===== config.mk =====
export PLATFORM = sky130hd
export DESIGN_NAME = rsml_link
export DESIGN_NICKNAME = d
export VERILOG_FILES = /design/src/rsml_pkg.sv /design/src/rsml_fifo.sv /design/src/rsml_link.sv
export SDC_FILE = /design/constraint.sdc
export NUM_CORES = 1
export LEC_CHECK = 0
export BUFFER_PORTS_ARGS = -buffer_cell sky130_fd_sc_hd__buf_2
export CELL_PAD_IN_SITES_DETAIL_PLACEMENT = 0
export CELL_PAD_IN_SITES_GLOBAL_PLACEMENT = 2
export CORE_MARGIN = 2
export CORE_UTILIZATION = 23
export DETAILED_ROUTE_END_ITERATION = 10
export PLACE_DENSITY_LB_ADDON = 0.08
export SLEW_MARGIN = 10
export SYNTH_ARGS = -nofsm -noshare
export SYNTH_HDL_FRONTEND = slang
export SYNTH_SLANG_ARGS = --single-unit

===== constraint.sdc =====
create_clock -name i_mclk -period 4.1 [get_ports i_mclk]
set_input_delay 0.205 -clock i_mclk [delete_from_list [all_inputs] [get_ports i_mclk]]
set_output_delay 0.205 -clock i_mclk [all_outputs]
set_load 0.02 [all_outputs]

===== src/rsml_pkg.sv =====
package rsml_pkg;

  // clock and link timing, times in their own unit
  localparam longint CLK_MHZ       = 125;
  localparam longint BIT_TIME_NS   = 104170;
  localparam longint IDLE_TIME_NS  = 1041700;
  localparam longint PERIOD_NS     = 500000000;
  localparam longint RESYNC_BITS   = 12;

  // cycle counts derived from the rate; bit rounds down, idle rounds up
  localparam longint BIT_CYC       = (BIT_TIME_NS * CLK_MHZ) / 1000;
  localparam longint IDLE_CYC      = (IDLE_TIME_NS * CLK_MHZ + 999) / 1000;
  localparam longint PERIOD_CYC    = (PERIOD_NS * CLK_MHZ) / 1000;
  localparam longint RESYNC_CYC    = RESYNC_BITS * BIT_CYC;

  localparam int     CNT_W         = 27;
  localparam int     IDX_W         = 9;
  localparam int     FIFO_W        = 8;
  localparam int     FIFO_D        = 16;
  localparam int     FIFO_CNT_W    = 5;

  // node and message codes
  localparam logic [7:0] OWN_ID       = 8'h6B;  // arbitrary value
  localparam logic [7:0] SERVICE_CODE = 8'hA7;  // arbitrary value
  localparam logic [7:0] MIN_NODE_ID  = 8'h80;
  localparam logic [7:0] MID_MEAS     = 8'hBE;
  localparam logic [7:0] MID_PDATA    = 8'hC1;
  localparam logic [7:0] MID_PROG     = 8'hC0;
  localparam logic [7:0] MID_DIAG     = 8'hD5;

  // measurement message layout, zero based byte index
  localparam logic [7:0] MEAS_REM     = 8'h0E;
  localparam logic [7:0] MEAS_NDATA   = 8'h0C;
  localparam logic [4:0] IX_SRC       = 5'h00;
  localparam logic [4:0] IX_SVC       = 5'h01;
  localparam logic [4:0] IX_DST       = 5'h02;
  localparam logic [4:0] IX_REM       = 5'h03;
  localparam logic [4:0] IX_MID       = 5'h04;
  localparam logic [4:0] IX_NDATA     = 5'h05;
  localparam logic [4:0] IX_CHK       = 5'h12;
  localparam logic [FIFO_CNT_W-1:0] MEAS_FIFO_NEED = 5'h0C;
  localparam logic [7:0] REM_NODATA   = 8'h01;
  localparam logic [7:0] REM_OVERHEAD = 8'h02;

  localparam logic [2:0] BIT_LAST     = 3'h7;
  localparam logic       LINE_IDLE    = 1'b1;
  localparam logic       LINE_START   = 1'b0;

  typedef enum logic [1:0] {
    RSML_TX_IDLE  = 2'b00,
    RSML_TX_START = 2'b01,
    RSML_TX_DATA  = 2'b11,
    RSML_TX_STOP  = 2'b10
  } rsml_tx_st_t;

  typedef enum logic [2:0] {
    RSML_RX_HUNT  = 3'b000,
    RSML_RX_IDLE  = 3'b001,
    RSML_RX_START = 3'b011,
    RSML_RX_DATA  = 3'b010,
    RSML_RX_STOP  = 3'b110
  } rsml_rx_st_t;

endpackage


===== src/rsml_fifo.sv =====
`timescale 1ns/10ps
module rsml_fifo #(
  parameter int W = 8,
  parameter int D = 16
) (
  input  wire logic                   i_mclk,
  input  wire logic                   i_rst,
  input  wire logic                   i_wr_valid,
  input  wire logic [W-1:0]           i_wr_data,
  output logic                        o_wr_ready,
  output logic                        o_rd_valid,
  output logic [W-1:0]                o_rd_data,
  input  wire logic                   i_rd_ready,
  output logic [$clog2(D+1)-1:0]      o_count
);

  localparam int AW = $clog2(D);
  localparam int CW = $clog2(D+1);

  typedef struct packed {
    logic [D-1:0][W-1:0] mem;
    logic [AW-1:0]       wr_ptr;
    logic [AW-1:0]       rd_ptr;
    logic [CW-1:0]       cnt;
    logic                full;
  } rsml_fifo_st_t;

  rsml_fifo_st_t q;
  rsml_fifo_st_t d;
  logic          push;
  logic          pop;

  // full is a flop so the filling side sees a registered ready
  always_comb begin
    d    = q;
    push = i_wr_valid && !q.full;
    pop  = i_rd_ready && (q.cnt != '0);
    if (push) begin
      d.mem[q.wr_ptr] = i_wr_data;
      d.wr_ptr        = (q.wr_ptr == AW'(D-1)) ? '0 : q.wr_ptr + 1'b1;
    end
    if (pop) begin
      d.rd_ptr = (q.rd_ptr == AW'(D-1)) ? '0 : q.rd_ptr + 1'b1;
    end
    if (push && !pop) begin
      d.cnt = q.cnt + 1'b1;
    end else if (pop && !push) begin
      d.cnt = q.cnt - 1'b1;
    end
    d.full = (d.cnt == CW'(D));
  end

  always_ff @(posedge i_mclk) begin
    if (i_rst) begin
      q <= '0;
    end else begin
      q <= d;
    end
  end

  assign o_wr_ready = !q.full;
  assign o_rd_valid = (q.cnt != '0);
  assign o_rd_data  = q.mem[q.rd_ptr];
  assign o_count    = q.cnt;

endmodule


===== src/rsml_link.sv =====
`timescale 1ns/10ps
module rsml_link
  import rsml_pkg::*;
#(
  parameter int P_BIT_CYC    = int'(BIT_CYC),
  parameter int P_IDLE_CYC   = int'(IDLE_CYC),
  parameter int P_PERIOD_CYC = int'(PERIOD_CYC),
  parameter int P_RESYNC_CYC = int'(RESYNC_CYC)
) (
  input  wire logic       i_mclk,
  input  wire logic       i_rst,
  input  wire logic       i_rx,
  output logic            o_tx,
  output logic            o_tx_oe,
  input  wire logic       i_enable,
  input  wire logic [7:0] i_dest_id,
  input  wire logic       i_meas_valid,
  input  wire logic [7:0] i_meas_data,
  output logic            o_meas_ready,
  output logic            o_bcast_done,
  output logic            o_cmd_valid,
  output logic [7:0]      o_cmd_src,
  output logic [7:0]      o_cmd_msg_id,
  output logic [7:0]      o_cmd_rem,
  output logic            o_frame_err,
  output logic            o_sum_err,
  output logic            o_sync_lost
);

  localparam logic [CNT_W-1:0] BIT_RELOAD  = CNT_W'(P_BIT_CYC - 1);
  localparam logic [CNT_W-1:0] HALF_RELOAD = CNT_W'(P_BIT_CYC / 2 - 1);
  localparam logic [CNT_W-1:0] IDLE_MIN    = CNT_W'(P_IDLE_CYC);
  localparam logic [CNT_W-1:0] RESYNC_MIN  = CNT_W'(P_RESYNC_CYC);
  localparam logic [CNT_W-1:0] PERIOD_LAST = CNT_W'(P_PERIOD_CYC - 1);

  typedef struct packed {
    rsml_tx_st_t      tx_st;
    logic [CNT_W-1:0] tx_cnt;
    logic [2:0]       tx_bit;
    logic [7:0]       tx_sh;
    logic [4:0]       tx_idx;
    logic [7:0]       tx_sum;
    logic             tx_line;
    logic             tx_oe;
    logic [CNT_W-1:0] hi_cnt;
    logic [CNT_W-1:0] per_cnt;
    logic             pend;
    rsml_rx_st_t      rx_st;
    logic [CNT_W-1:0] rx_cnt;
    logic [2:0]       rx_bit;
    logic [7:0]       rx_sh;
    logic [IDX_W-1:0] rx_idx;
    logic [7:0]       rx_sum;
    logic             rx_ok;
    logic [7:0]       rx_rem;
    logic [7:0]       rx_mid;
    logic [7:0]       rx_src;
    logic             bcast_done;
    logic             cmd_valid;
    logic [7:0]       cmd_src;
    logic [7:0]       cmd_mid;
    logic [7:0]       cmd_rem;
    logic             frame_err;
    logic             sum_err;
    logic             sync_lost;
  } rsml_st_t;

  rsml_st_t               q;
  rsml_st_t               d;
  logic                   tx_pop;
  logic                   fifo_valid;
  logic [7:0]             fifo_data;
  logic [FIFO_CNT_W-1:0]  fifo_count;
  logic [7:0]             nbyte;
  logic [7:0]             rbyte;
  logic [7:0]             rsum;
  logic [IDX_W-1:0]       end_idx;

  // broadcast data waits here; the header is built on the fly
  rsml_fifo #(
    .W (FIFO_W),
    .D (FIFO_D)
  ) u_fifo (
    .i_mclk     (i_mclk),
    .i_rst      (i_rst),
    .i_wr_valid (i_meas_valid),
    .i_wr_data  (i_meas_data),
    .o_wr_ready (o_meas_ready),
    .o_rd_valid (fifo_valid),
    .o_rd_data  (fifo_data),
    .i_rd_ready (tx_pop),
    .o_count    (fifo_count)
  );

  // byte of the measurement message at a given index
  function automatic logic [7:0] meas_byte(
    input logic [4:0] idx,
    input logic [7:0] dest,
    input logic [7:0] data,
    input logic [7:0] sum
  );
    logic [7:0] b;
    b = data;
    unique case (idx)
      IX_SRC:   b = OWN_ID;
      IX_SVC:   b = SERVICE_CODE;
      IX_DST:   b = dest | MIN_NODE_ID;
      IX_REM:   b = MEAS_REM;
      IX_MID:   b = MID_MEAS;
      IX_NDATA: b = MEAS_NDATA;
      IX_CHK:   b = 8'(~sum + 8'h01);
      default:  b = data;
    endcase
    return b;
  endfunction

  always_comb begin
    d            = q;
    d.bcast_done = 1'b0;
    d.cmd_valid  = 1'b0;
    d.frame_err  = 1'b0;
    d.sum_err    = 1'b0;
    tx_pop       = 1'b0;
    rbyte        = {i_rx, q.rx_sh[7:1]};
    rsum         = 8'(q.rx_sum + rbyte);
    end_idx      = IDX_W'(IX_MID) + IDX_W'(q.rx_rem);
    nbyte        = meas_byte(q.tx_idx + 5'h01, i_dest_id, fifo_data, q.tx_sum);

    // time the line has been high; shared by idle wait and resync
    if (i_rx == LINE_IDLE) begin
      if (q.hi_cnt != RESYNC_MIN) begin
        d.hi_cnt = q.hi_cnt + 1'b1;
      end
    end else begin
      d.hi_cnt = '0;
    end

    // transmitter: one character per pass through start, data, stop
    unique case (q.tx_st)
      RSML_TX_IDLE: begin
        d.tx_oe   = 1'b0;
        d.tx_line = LINE_IDLE;
        // waiting for a full data set keeps the message free of gaps
        if (q.pend && i_enable && (q.hi_cnt >= IDLE_MIN) &&
            (fifo_count >= MEAS_FIFO_NEED) && (q.rx_st == RSML_RX_IDLE)) begin
          d.pend    = 1'b0;
          d.tx_idx  = IX_SRC;
          d.tx_sh   = OWN_ID;
          d.tx_sum  = OWN_ID;
          d.tx_cnt  = BIT_RELOAD;
          d.tx_oe   = 1'b1;
          d.tx_line = LINE_START;
          d.tx_st   = RSML_TX_START;
        end
      end
      RSML_TX_START: begin
        if (q.tx_cnt == '0) begin
          d.tx_cnt  = BIT_RELOAD;
          d.tx_bit  = '0;
          d.tx_line = q.tx_sh[0];
          d.tx_st   = RSML_TX_DATA;
        end else begin
          d.tx_cnt = q.tx_cnt - 1'b1;
        end
      end
      RSML_TX_DATA: begin
        if (q.tx_cnt == '0) begin
          d.tx_cnt = BIT_RELOAD;
          if (q.tx_bit == BIT_LAST) begin
            d.tx_line = LINE_IDLE;
            d.tx_st   = RSML_TX_STOP;
          end else begin
            d.tx_bit  = q.tx_bit + 1'b1;
            d.tx_sh   = {1'b0, q.tx_sh[7:1]};
            d.tx_line = q.tx_sh[1];
          end
        end else begin
          d.tx_cnt = q.tx_cnt - 1'b1;
        end
      end
      RSML_TX_STOP: begin
        if (q.tx_cnt == '0) begin
          if (q.tx_idx == IX_CHK) begin
            d.tx_oe      = 1'b0;
            d.tx_line    = LINE_IDLE;
            d.bcast_done = 1'b1;
            d.tx_st      = RSML_TX_IDLE;
          end else begin
            // next character follows back to back, no idle in between
            d.tx_idx  = q.tx_idx + 5'h01;
            d.tx_sh   = nbyte;
            d.tx_sum  = 8'(q.tx_sum + nbyte);
            tx_pop    = fifo_valid && (q.tx_idx >= IX_NDATA) && (q.tx_idx < IX_CHK - 5'h01);
            d.tx_cnt  = BIT_RELOAD;
            d.tx_line = LINE_START;
            d.tx_st   = RSML_TX_START;
          end
        end else begin
          d.tx_cnt = q.tx_cnt - 1'b1;
        end
      end
    endcase

    // half second timer; a tick in the start cycle is not lost
    if (i_enable) begin
      if (q.per_cnt == PERIOD_LAST) begin
        d.per_cnt = '0;
        d.pend    = 1'b1;
      end else begin
        d.per_cnt = q.per_cnt + 1'b1;
      end
    end else begin
      d.per_cnt = '0;
      d.pend    = 1'b0;
    end

    // receiver: mid-bit sampling, own echo ignored while driving
    unique case (q.rx_st)
      RSML_RX_HUNT: begin
        if (q.hi_cnt >= RESYNC_MIN) begin
          d.sync_lost = 1'b0;
          d.rx_idx    = '0;
          d.rx_st     = RSML_RX_IDLE;
        end
      end
      RSML_RX_IDLE: begin
        // a long idle ends any half-received message
        if ((q.hi_cnt >= RESYNC_MIN) || q.tx_oe) begin
          d.rx_idx = '0;
        end
        if (!q.tx_oe && (i_rx == LINE_START)) begin
          d.rx_cnt = HALF_RELOAD;
          d.rx_st  = RSML_RX_START;
        end
      end
      RSML_RX_START: begin
        if (q.rx_cnt == '0) begin
          // a start too short to reach mid-bit is taken as a glitch
          d.rx_cnt = BIT_RELOAD;
          d.rx_bit = '0;
          d.rx_st  = (i_rx == LINE_START) ? RSML_RX_DATA : RSML_RX_IDLE;
        end else begin
          d.rx_cnt = q.rx_cnt - 1'b1;
        end
      end
      RSML_RX_DATA: begin
        if (q.rx_cnt == '0) begin
          d.rx_cnt = BIT_RELOAD;
          d.rx_sh  = rbyte;
          d.rx_bit = q.rx_bit + 1'b1;
          if (q.rx_bit == BIT_LAST) begin
            d.rx_st = RSML_RX_STOP;
          end
        end else begin
          d.rx_cnt = q.rx_cnt - 1'b1;
        end
      end
      RSML_RX_STOP: begin
        if (q.rx_cnt == '0) begin
          rbyte = q.rx_sh;
          rsum  = 8'(q.rx_sum + rbyte);
          if (i_rx != LINE_IDLE) begin
            d.frame_err = 1'b1;
            d.sync_lost = 1'b1;
            d.rx_idx    = '0;
            d.rx_st     = RSML_RX_HUNT;
          end else begin
            d.rx_st  = RSML_RX_IDLE;
            d.rx_idx = q.rx_idx + 1'b1;
            d.rx_sum = rsum;
            unique case (q.rx_idx)
              IDX_W'(IX_SRC): begin
                d.rx_src = rbyte;
                d.rx_sum = rbyte;
                d.rx_ok  = (rbyte >= MIN_NODE_ID);
              end
              IDX_W'(IX_SVC): d.rx_ok = q.rx_ok && (rbyte == SERVICE_CODE);
              IDX_W'(IX_DST): d.rx_ok = q.rx_ok && (rbyte == OWN_ID);
              IDX_W'(IX_REM): begin
                d.rx_rem = rbyte;
                d.rx_ok  = q.rx_ok && (rbyte != 8'h00);
              end
              default: begin
                if (q.rx_idx == IDX_W'(IX_MID)) begin
                  d.rx_mid = rbyte;
                end
                if ((q.rx_idx == IDX_W'(IX_NDATA)) && (q.rx_rem != REM_NODATA) &&
                    (rbyte != 8'(q.rx_rem - REM_OVERHEAD))) begin
                  d.rx_ok = 1'b0;
                end
                if ((q.rx_idx > IDX_W'(IX_MID)) && (q.rx_idx == end_idx)) begin
                  d.rx_idx = '0;
                  if (rsum != 8'h00) begin
                    d.sum_err = 1'b1;
                  end else if (q.rx_ok &&
                               ((q.rx_mid == MID_PROG) || (q.rx_mid == MID_DIAG))) begin
                    d.cmd_valid = 1'b1;
                    d.cmd_src   = q.rx_src;
                    d.cmd_mid   = q.rx_mid;
                    d.cmd_rem   = q.rx_rem;
                  end
                end
              end
            endcase
          end
        end else begin
          d.rx_cnt = q.rx_cnt - 1'b1;
        end
      end
      default: begin
        d.rx_st = RSML_RX_HUNT;
      end
    endcase
  end

  // reset starts out of sync so a running bus is never joined mid-character
  always_ff @(posedge i_mclk) begin
    if (i_rst) begin
      q           <= '0;
      q.tx_st     <= RSML_TX_IDLE;
      q.tx_line   <= LINE_IDLE;
      q.rx_st     <= RSML_RX_HUNT;
      q.sync_lost <= 1'b1;
    end else begin
      q <= d;
    end
  end

  assign o_tx         = q.tx_line;
  assign o_tx_oe      = q.tx_oe;
  assign o_bcast_done = q.bcast_done;
  assign o_cmd_valid  = q.cmd_valid;
  assign o_cmd_src    = q.cmd_src;
  assign o_cmd_msg_id = q.cmd_mid;
  assign o_cmd_rem    = q.cmd_rem;
  assign o_frame_err  = q.frame_err;
  assign o_sum_err    = q.sum_err;
  assign o_sync_lost  = q.sync_lost;

endmodule


Yosys cells after proc, flatten, opt, wreduce, memory -nomap -nowiden:

Cells that the tools add are included.

* word-level logic and storage cells: 289
* output and inout bits: 32
* register bits after elaboration: 364
* input port bits: 21

* reduce and logical (&&, ||, !) cells: 73
* equality and inequality tests: 51
* bitwise logic cells: 10
* order comparisons: 10
* add/subtract/negate cells: 17
* multiplexer cells: 79

Operator list (number)
* two-way mux 27 bit: 5
* bitwise mux 128 bit: 1
* case mux 29 bit (4 select lines): 1
* case mux 27 bit (3 select lines): 1
* two-way mux 8 bit: 7
* case mux 8 bit (7 select lines): 1
* adder 27 x 1 -> 27 bit (second input constant): 2
* zero test 27 bit: 2
* subtractor 27 x 1 -> 27 bit (second input constant): 2
* two-way mux 23 bit: 2
* two-way mux 9 bit: 5
* two-way mux 42 bit: 1
* two-way mux 11 bit: 3
* two-way mux 33 bit: 1
* binary-select mux 8 bit (select 4 bit): 1
* demux 8 bit (select 4 bit): 1
* two-way mux 30 bit: 1
* != test 2 bit (second input constant): 15
* two-way mux 29 bit: 1
* AND reduction 4 bit: 7
* equality test 27 x 26 -> 1 bit (second input constant): 1
* greater-or-equal comparator 27 x 17 -> 1 bit (second input constant): 1
* greater-or-equal comparator 27 x 18 -> 1 bit (second input constant): 1
* != test 27 x 18 -> 1 bit (second input constant): 1
* 73 further kinds: 176

Logic depth before layout (Yosys ltp):

* word-level depth: 11
* depth in mapped cells: 17
* gate-level depth less buffers: 16

Cells and area by module:

A second synthesis with hierarchy kept.

* cells, all modules: 2137
* area total of the unflattened synthesis: 18487.7 um^2

By module, submodules not included
* rsml_link: area each 12119.1 um^2, times used 1, cells each 1479, seq. area each 4444.3 um^2
* rsml_fifo: area each 6368.6 um^2, times used 1, cells each 658, seq. area each 2842.7 um^2

Worst setup path after synthesis:

OpenSTA, ideal clock, no wires.

* path type: register to register
* start point: register u_fifo.q[6] (netlist name)
* end point: register q[175] (netlist name)
* clock period less this slack: 3.904 ns
* setup time: 0.074 ns
* buffers on the path: 3
* data arrival time: 3.829 ns
* required time: 4.026 ns
* stages on the path, launching flop included: 16
* setup slack: 0.196 ns
* cell sequence: dfxtp_1 -> buf_2 -> buf_2 -> buf_2 -> mux4_2 -> mux4_2 -> nor2b_1 -> or3_1 -> fa_1 -> a21o_1 -> a21oi_1 -> o21bai_1 -> a21oi_1 -> xnor2_1 -> nand3_1 -> a31oi_1

* word-level cells in the longest chain between the ends: 7

RTL lines
* from (decl): line rsml_fifo.sv:28 `rsml_fifo_st_t q;`
* from (signal assigned): line rsml_fifo.sv:55 `q <= '0;`
* from (signal assigned): line rsml_fifo.sv:57 `q <= d;`
* binary-select mux 8 bit (select 4 bit): line rsml_fifo.sv:63 `assign o_rd_data = q.mem[q.rd_ptr];`
* two-way mux 8 bit (implied by the code): line rsml_fifo.sv:63
* case mux 8 bit (7 select lines): line rsml_link.sv:104 `unique case (idx)`
* adder 8 bit: line rsml_link.sv:192 `d.tx_sum = 8'(q.tx_sum + nbyte);`
* two-way mux 21 bit: line rsml_link.sv:183 `if (q.tx_idx == IX_CHK) begin`
* two-way mux 23 bit: line rsml_link.sv:182 `if (q.tx_cnt == '0) begin`
* case mux 13 bit (2 select lines): line rsml_link.sv:139 `unique case (q.tx_st)`
* to (decl): line rsml_link.sv:68 `rsml_st_t q;`

Every way passes these cells. The select of a mux whose other input is x is not followed.
A chain may end at the register's enable or synchronous reset.

Final worst setup path:

* start point: register u_fifo.q[7] (netlist name)
* end point: register q[175] (netlist name)

Same word-level chain as after synthesis.

==> flow_summary_export.csv <==
group,metric,value,unit
sta,tightest_slew,1.10,ns
cells_and_area,drive_gt1_share,12.3,%
placed_design,hpwl,38.2,mm
run,max_cap_violations,0,
clock_tree,clock_latency,0.60,ns
worst_setup_path,path_buf_inv,0,
power,finalPower,8.77,mW
detailed_routing,vias,14815,
die,pin_count,53,
logic_synthesis,synthFlopType,"dfxtp_1",
power,irDropWorstVdd,0.000259,V
logic_synthesis,syn_area_per_cell,8.80,um^2
die,die_w,287,um
detailed_routing,routed_via_density,4.62,
die,die_h,287,um
worst_setup_path,crit_family,"multiplexers",
grt,antenna_found_initial,2,
worst_setup_path,critPathArrivalTime,4.27,ns
detailed_routing,routedWlPerCell,17.6,um
clock_tree,numCtsBuffers,47,
worst_setup_path,end_kind,"flop",
clock_tree,cts_setup_buffers,0,
sta,fmax,265,MHz
cells_and_area,layoutNonFillerInstCount,3208,
detailed_routing,first_pass_iters,5,
die,dieArea,0.0825,mm^2
sta,report.final.slew_viol_count,0,
sta,final.period_utilization,91.9,%
detailed_routing,ant_nets,0,
grt,grtUsageTotal,13.6,%
sta,hold_viol,0,
grt,grt_pass1_vias,14899,
sta,tns,0,ns
clock_tree,clk_pin_slew,0.06,ns
placed_design,gp_congestion,0.740,
cells_and_area,fin_nets,2190,
sta,setup_slack,0.333,ns
die,row_count,103,
worst_setup_path,cp_slowest_cell,"mux4_2",
logic_synthesis,synth.yosys.warnings,0,
worst_setup_path,worstSetupStartpointType,"flop",
run_status,outcome,"finished, final reports clean",
clock_tree,cts_buffer_depth,3,
sta,slew-limit-headroom,26.5,%
die,core-area,0.0793,mm^2
clock_tree,cts_tree,"done",
placed_design,place_ws,0.184,ns
sta,rsz0062_at_grt,"false",
sta,fin_crit,3.77,ns
logic_synthesis,synth_cell_types,85,
clock_tree,cts-root-buf,"clkbuf_16",
placed_design,port_buffers,51,
logic_synthesis,async_reset_ff_share,0,%
worst_setup_path,required,4.60,ns
logic_synthesis,synth-edff-count,0,
sta,clock_skew,0.0247,ns
cells_and_area,final_common_cell,"dfxtp_1",
grt,grt_max_degree,81,
logic_synthesis,syn-cell-area,0.0185,mm^2
sta,hold_slack,0.0565,ns
cells_and_area,antenna_cells,0,
detailed_routing,wirelength,56.4,mm
worst_setup_path,critical_path_peak_fanout,8,
detailed_routing,first_iter_violations,656,
worst_setup_path,max_stage_delay,0.56,ns
worst_setup_path,crit_type,"flop to flop",
placed_design,dp_cells,3119,
logic_synthesis,syn-num-nets,2167,
cells_and_area,mostFrequentLayoutCells,"dfxtp_1 (362), nor2_1 (332), mux2i_1 (167)",
logic_synthesis,ys_seq_area_share,39.5,%
grt,grt_pass1_wl,89.0,mm
cells_and_area,syn_to_final_growth,16.5,%
sta,setup_viol,0,
grt,overflow,0,
detailed_routing,drc,0,
power,p_leak,7.81,nW
power,power_density,408,mW/mm^2
clock_tree,ctsHtreeMaxLevel,2,
die,start_util,23.3,%
min_path,min_path_type,"primary input to flop",
worst_setup_path,path_cells,"mux4_2, mux4_2, nor2b_1, or3_1, fa_1, a21o_1, a21oi_1, o21bai_1, a21oi_1, xnor2_1, nand3_1, a31oi_1",
logic_synthesis,netlist_instances,2097,
logic_synthesis,synth-seq-cells,364,
clock_tree,cts.sinks,364,
==> sequential cells by signal, indices dropped and copies added (netlist names) <==
register and cells:
o_cmd_rem 8, q 191, o_cmd_valid 1, u_fifo.q 137
u_fifo.o_count 5, o_tx_oe 1, o_sum_err 1, o_cmd_src 8
o_bcast_done 1, o_sync_lost 1, o_frame_err 1, o_tx 1
o_cmd_msg_id 8
==> final cells by class <==
type,count,area [um^2]
fillers,8484,57800
clock buffers,70,1340
well taps,1050,1310
flip-flops and latches,364,7290
inverters,47,176
clock inverters,17,199
multi-input cells,1540,10400
repair buffers,120,812
==> cell families (layout without fill, tap and decap cells) <==
family,Yosys count,count (layout),share of synthesized area [%]
AO/OA/AOI/OAI,348,348,11.7
XOR/XNOR,113,113,5.36
adder cells (fa/ha/maj),50,50,3.46
buffers and inverters,193,254,4.55
flip-flops,364,364,39.5
multiplexers,207,207,13.8
AND/OR/NAND/NOR,822,822,21.7
==> synth_stat cells, drive strengths merged (29+ instances only) <==
cell    number  area [um^2]
dfxtp      364         7290
nor2       337         1260
mux2i      167         1670
nand2      145          544
a21oi      137          689
clkbuf     106          398
o21ai       72          364
nand3       66          348
xnor2       59          517
xor2        54          473
ha          47          588
inv         46          173
nand4       42          269
buf         40          265
nor3        39          195
mux4        37          833
or3         29          181
==> final timing paths <==
check                  from      endpoint  slack, ns  cells after the start
max             u_fifo.q[7]        q[175]       0.33                     12
min          i_meas_data[3]  u_fifo.q[33]       0.06                      3
max reg2reg     u_fifo.q[7]        q[175]       0.33                     12
min reg2reg           q[33]         q[33]       0.45                      2
==> tightest hold or removal path, cell delays in order <==
cell	delay, ns
buf_2	0.20
mux2i_1	0.16
nor2_1	0.05
==> stage by stage <==
| step | area (um^2) | utilization [%] |
|---|---|---|
| final | 21500 | 27.1 |
| after global routing | 21500 | 27.1 |
| after CTS | 21500 | 27.1 |
| after detailed placement | 19900 | 25.2 |
| after global placement | 19900 | 25.2 |
| after floorplan | 18500 | - |
==> metal layers <==
layer	track usage (%)	share of wire (%)
met4	3.44	1.8
met3	2.00	2.7
met2	22.4	47
met1	18.5	49
met5	0	0
==> what timing repair did <==
action / in CTS / in global routing
hold endpoints to repair: 3 / 0
hold buffers: 2 / 0
endpoints found under the setup margin: 0 / 1
resized for setup: 0 / 1
==> report_power, final <==
group	total (mW)	switching (mW)	internal, mW	leakage [nW]
clock network	4.18	1.72	2.47	0.756
registers	3.68	0.0743	3.60	2.94
logic	0.907	0.576	0.332	4.12
Note: power is estimated with default switching activity, not from simulation.
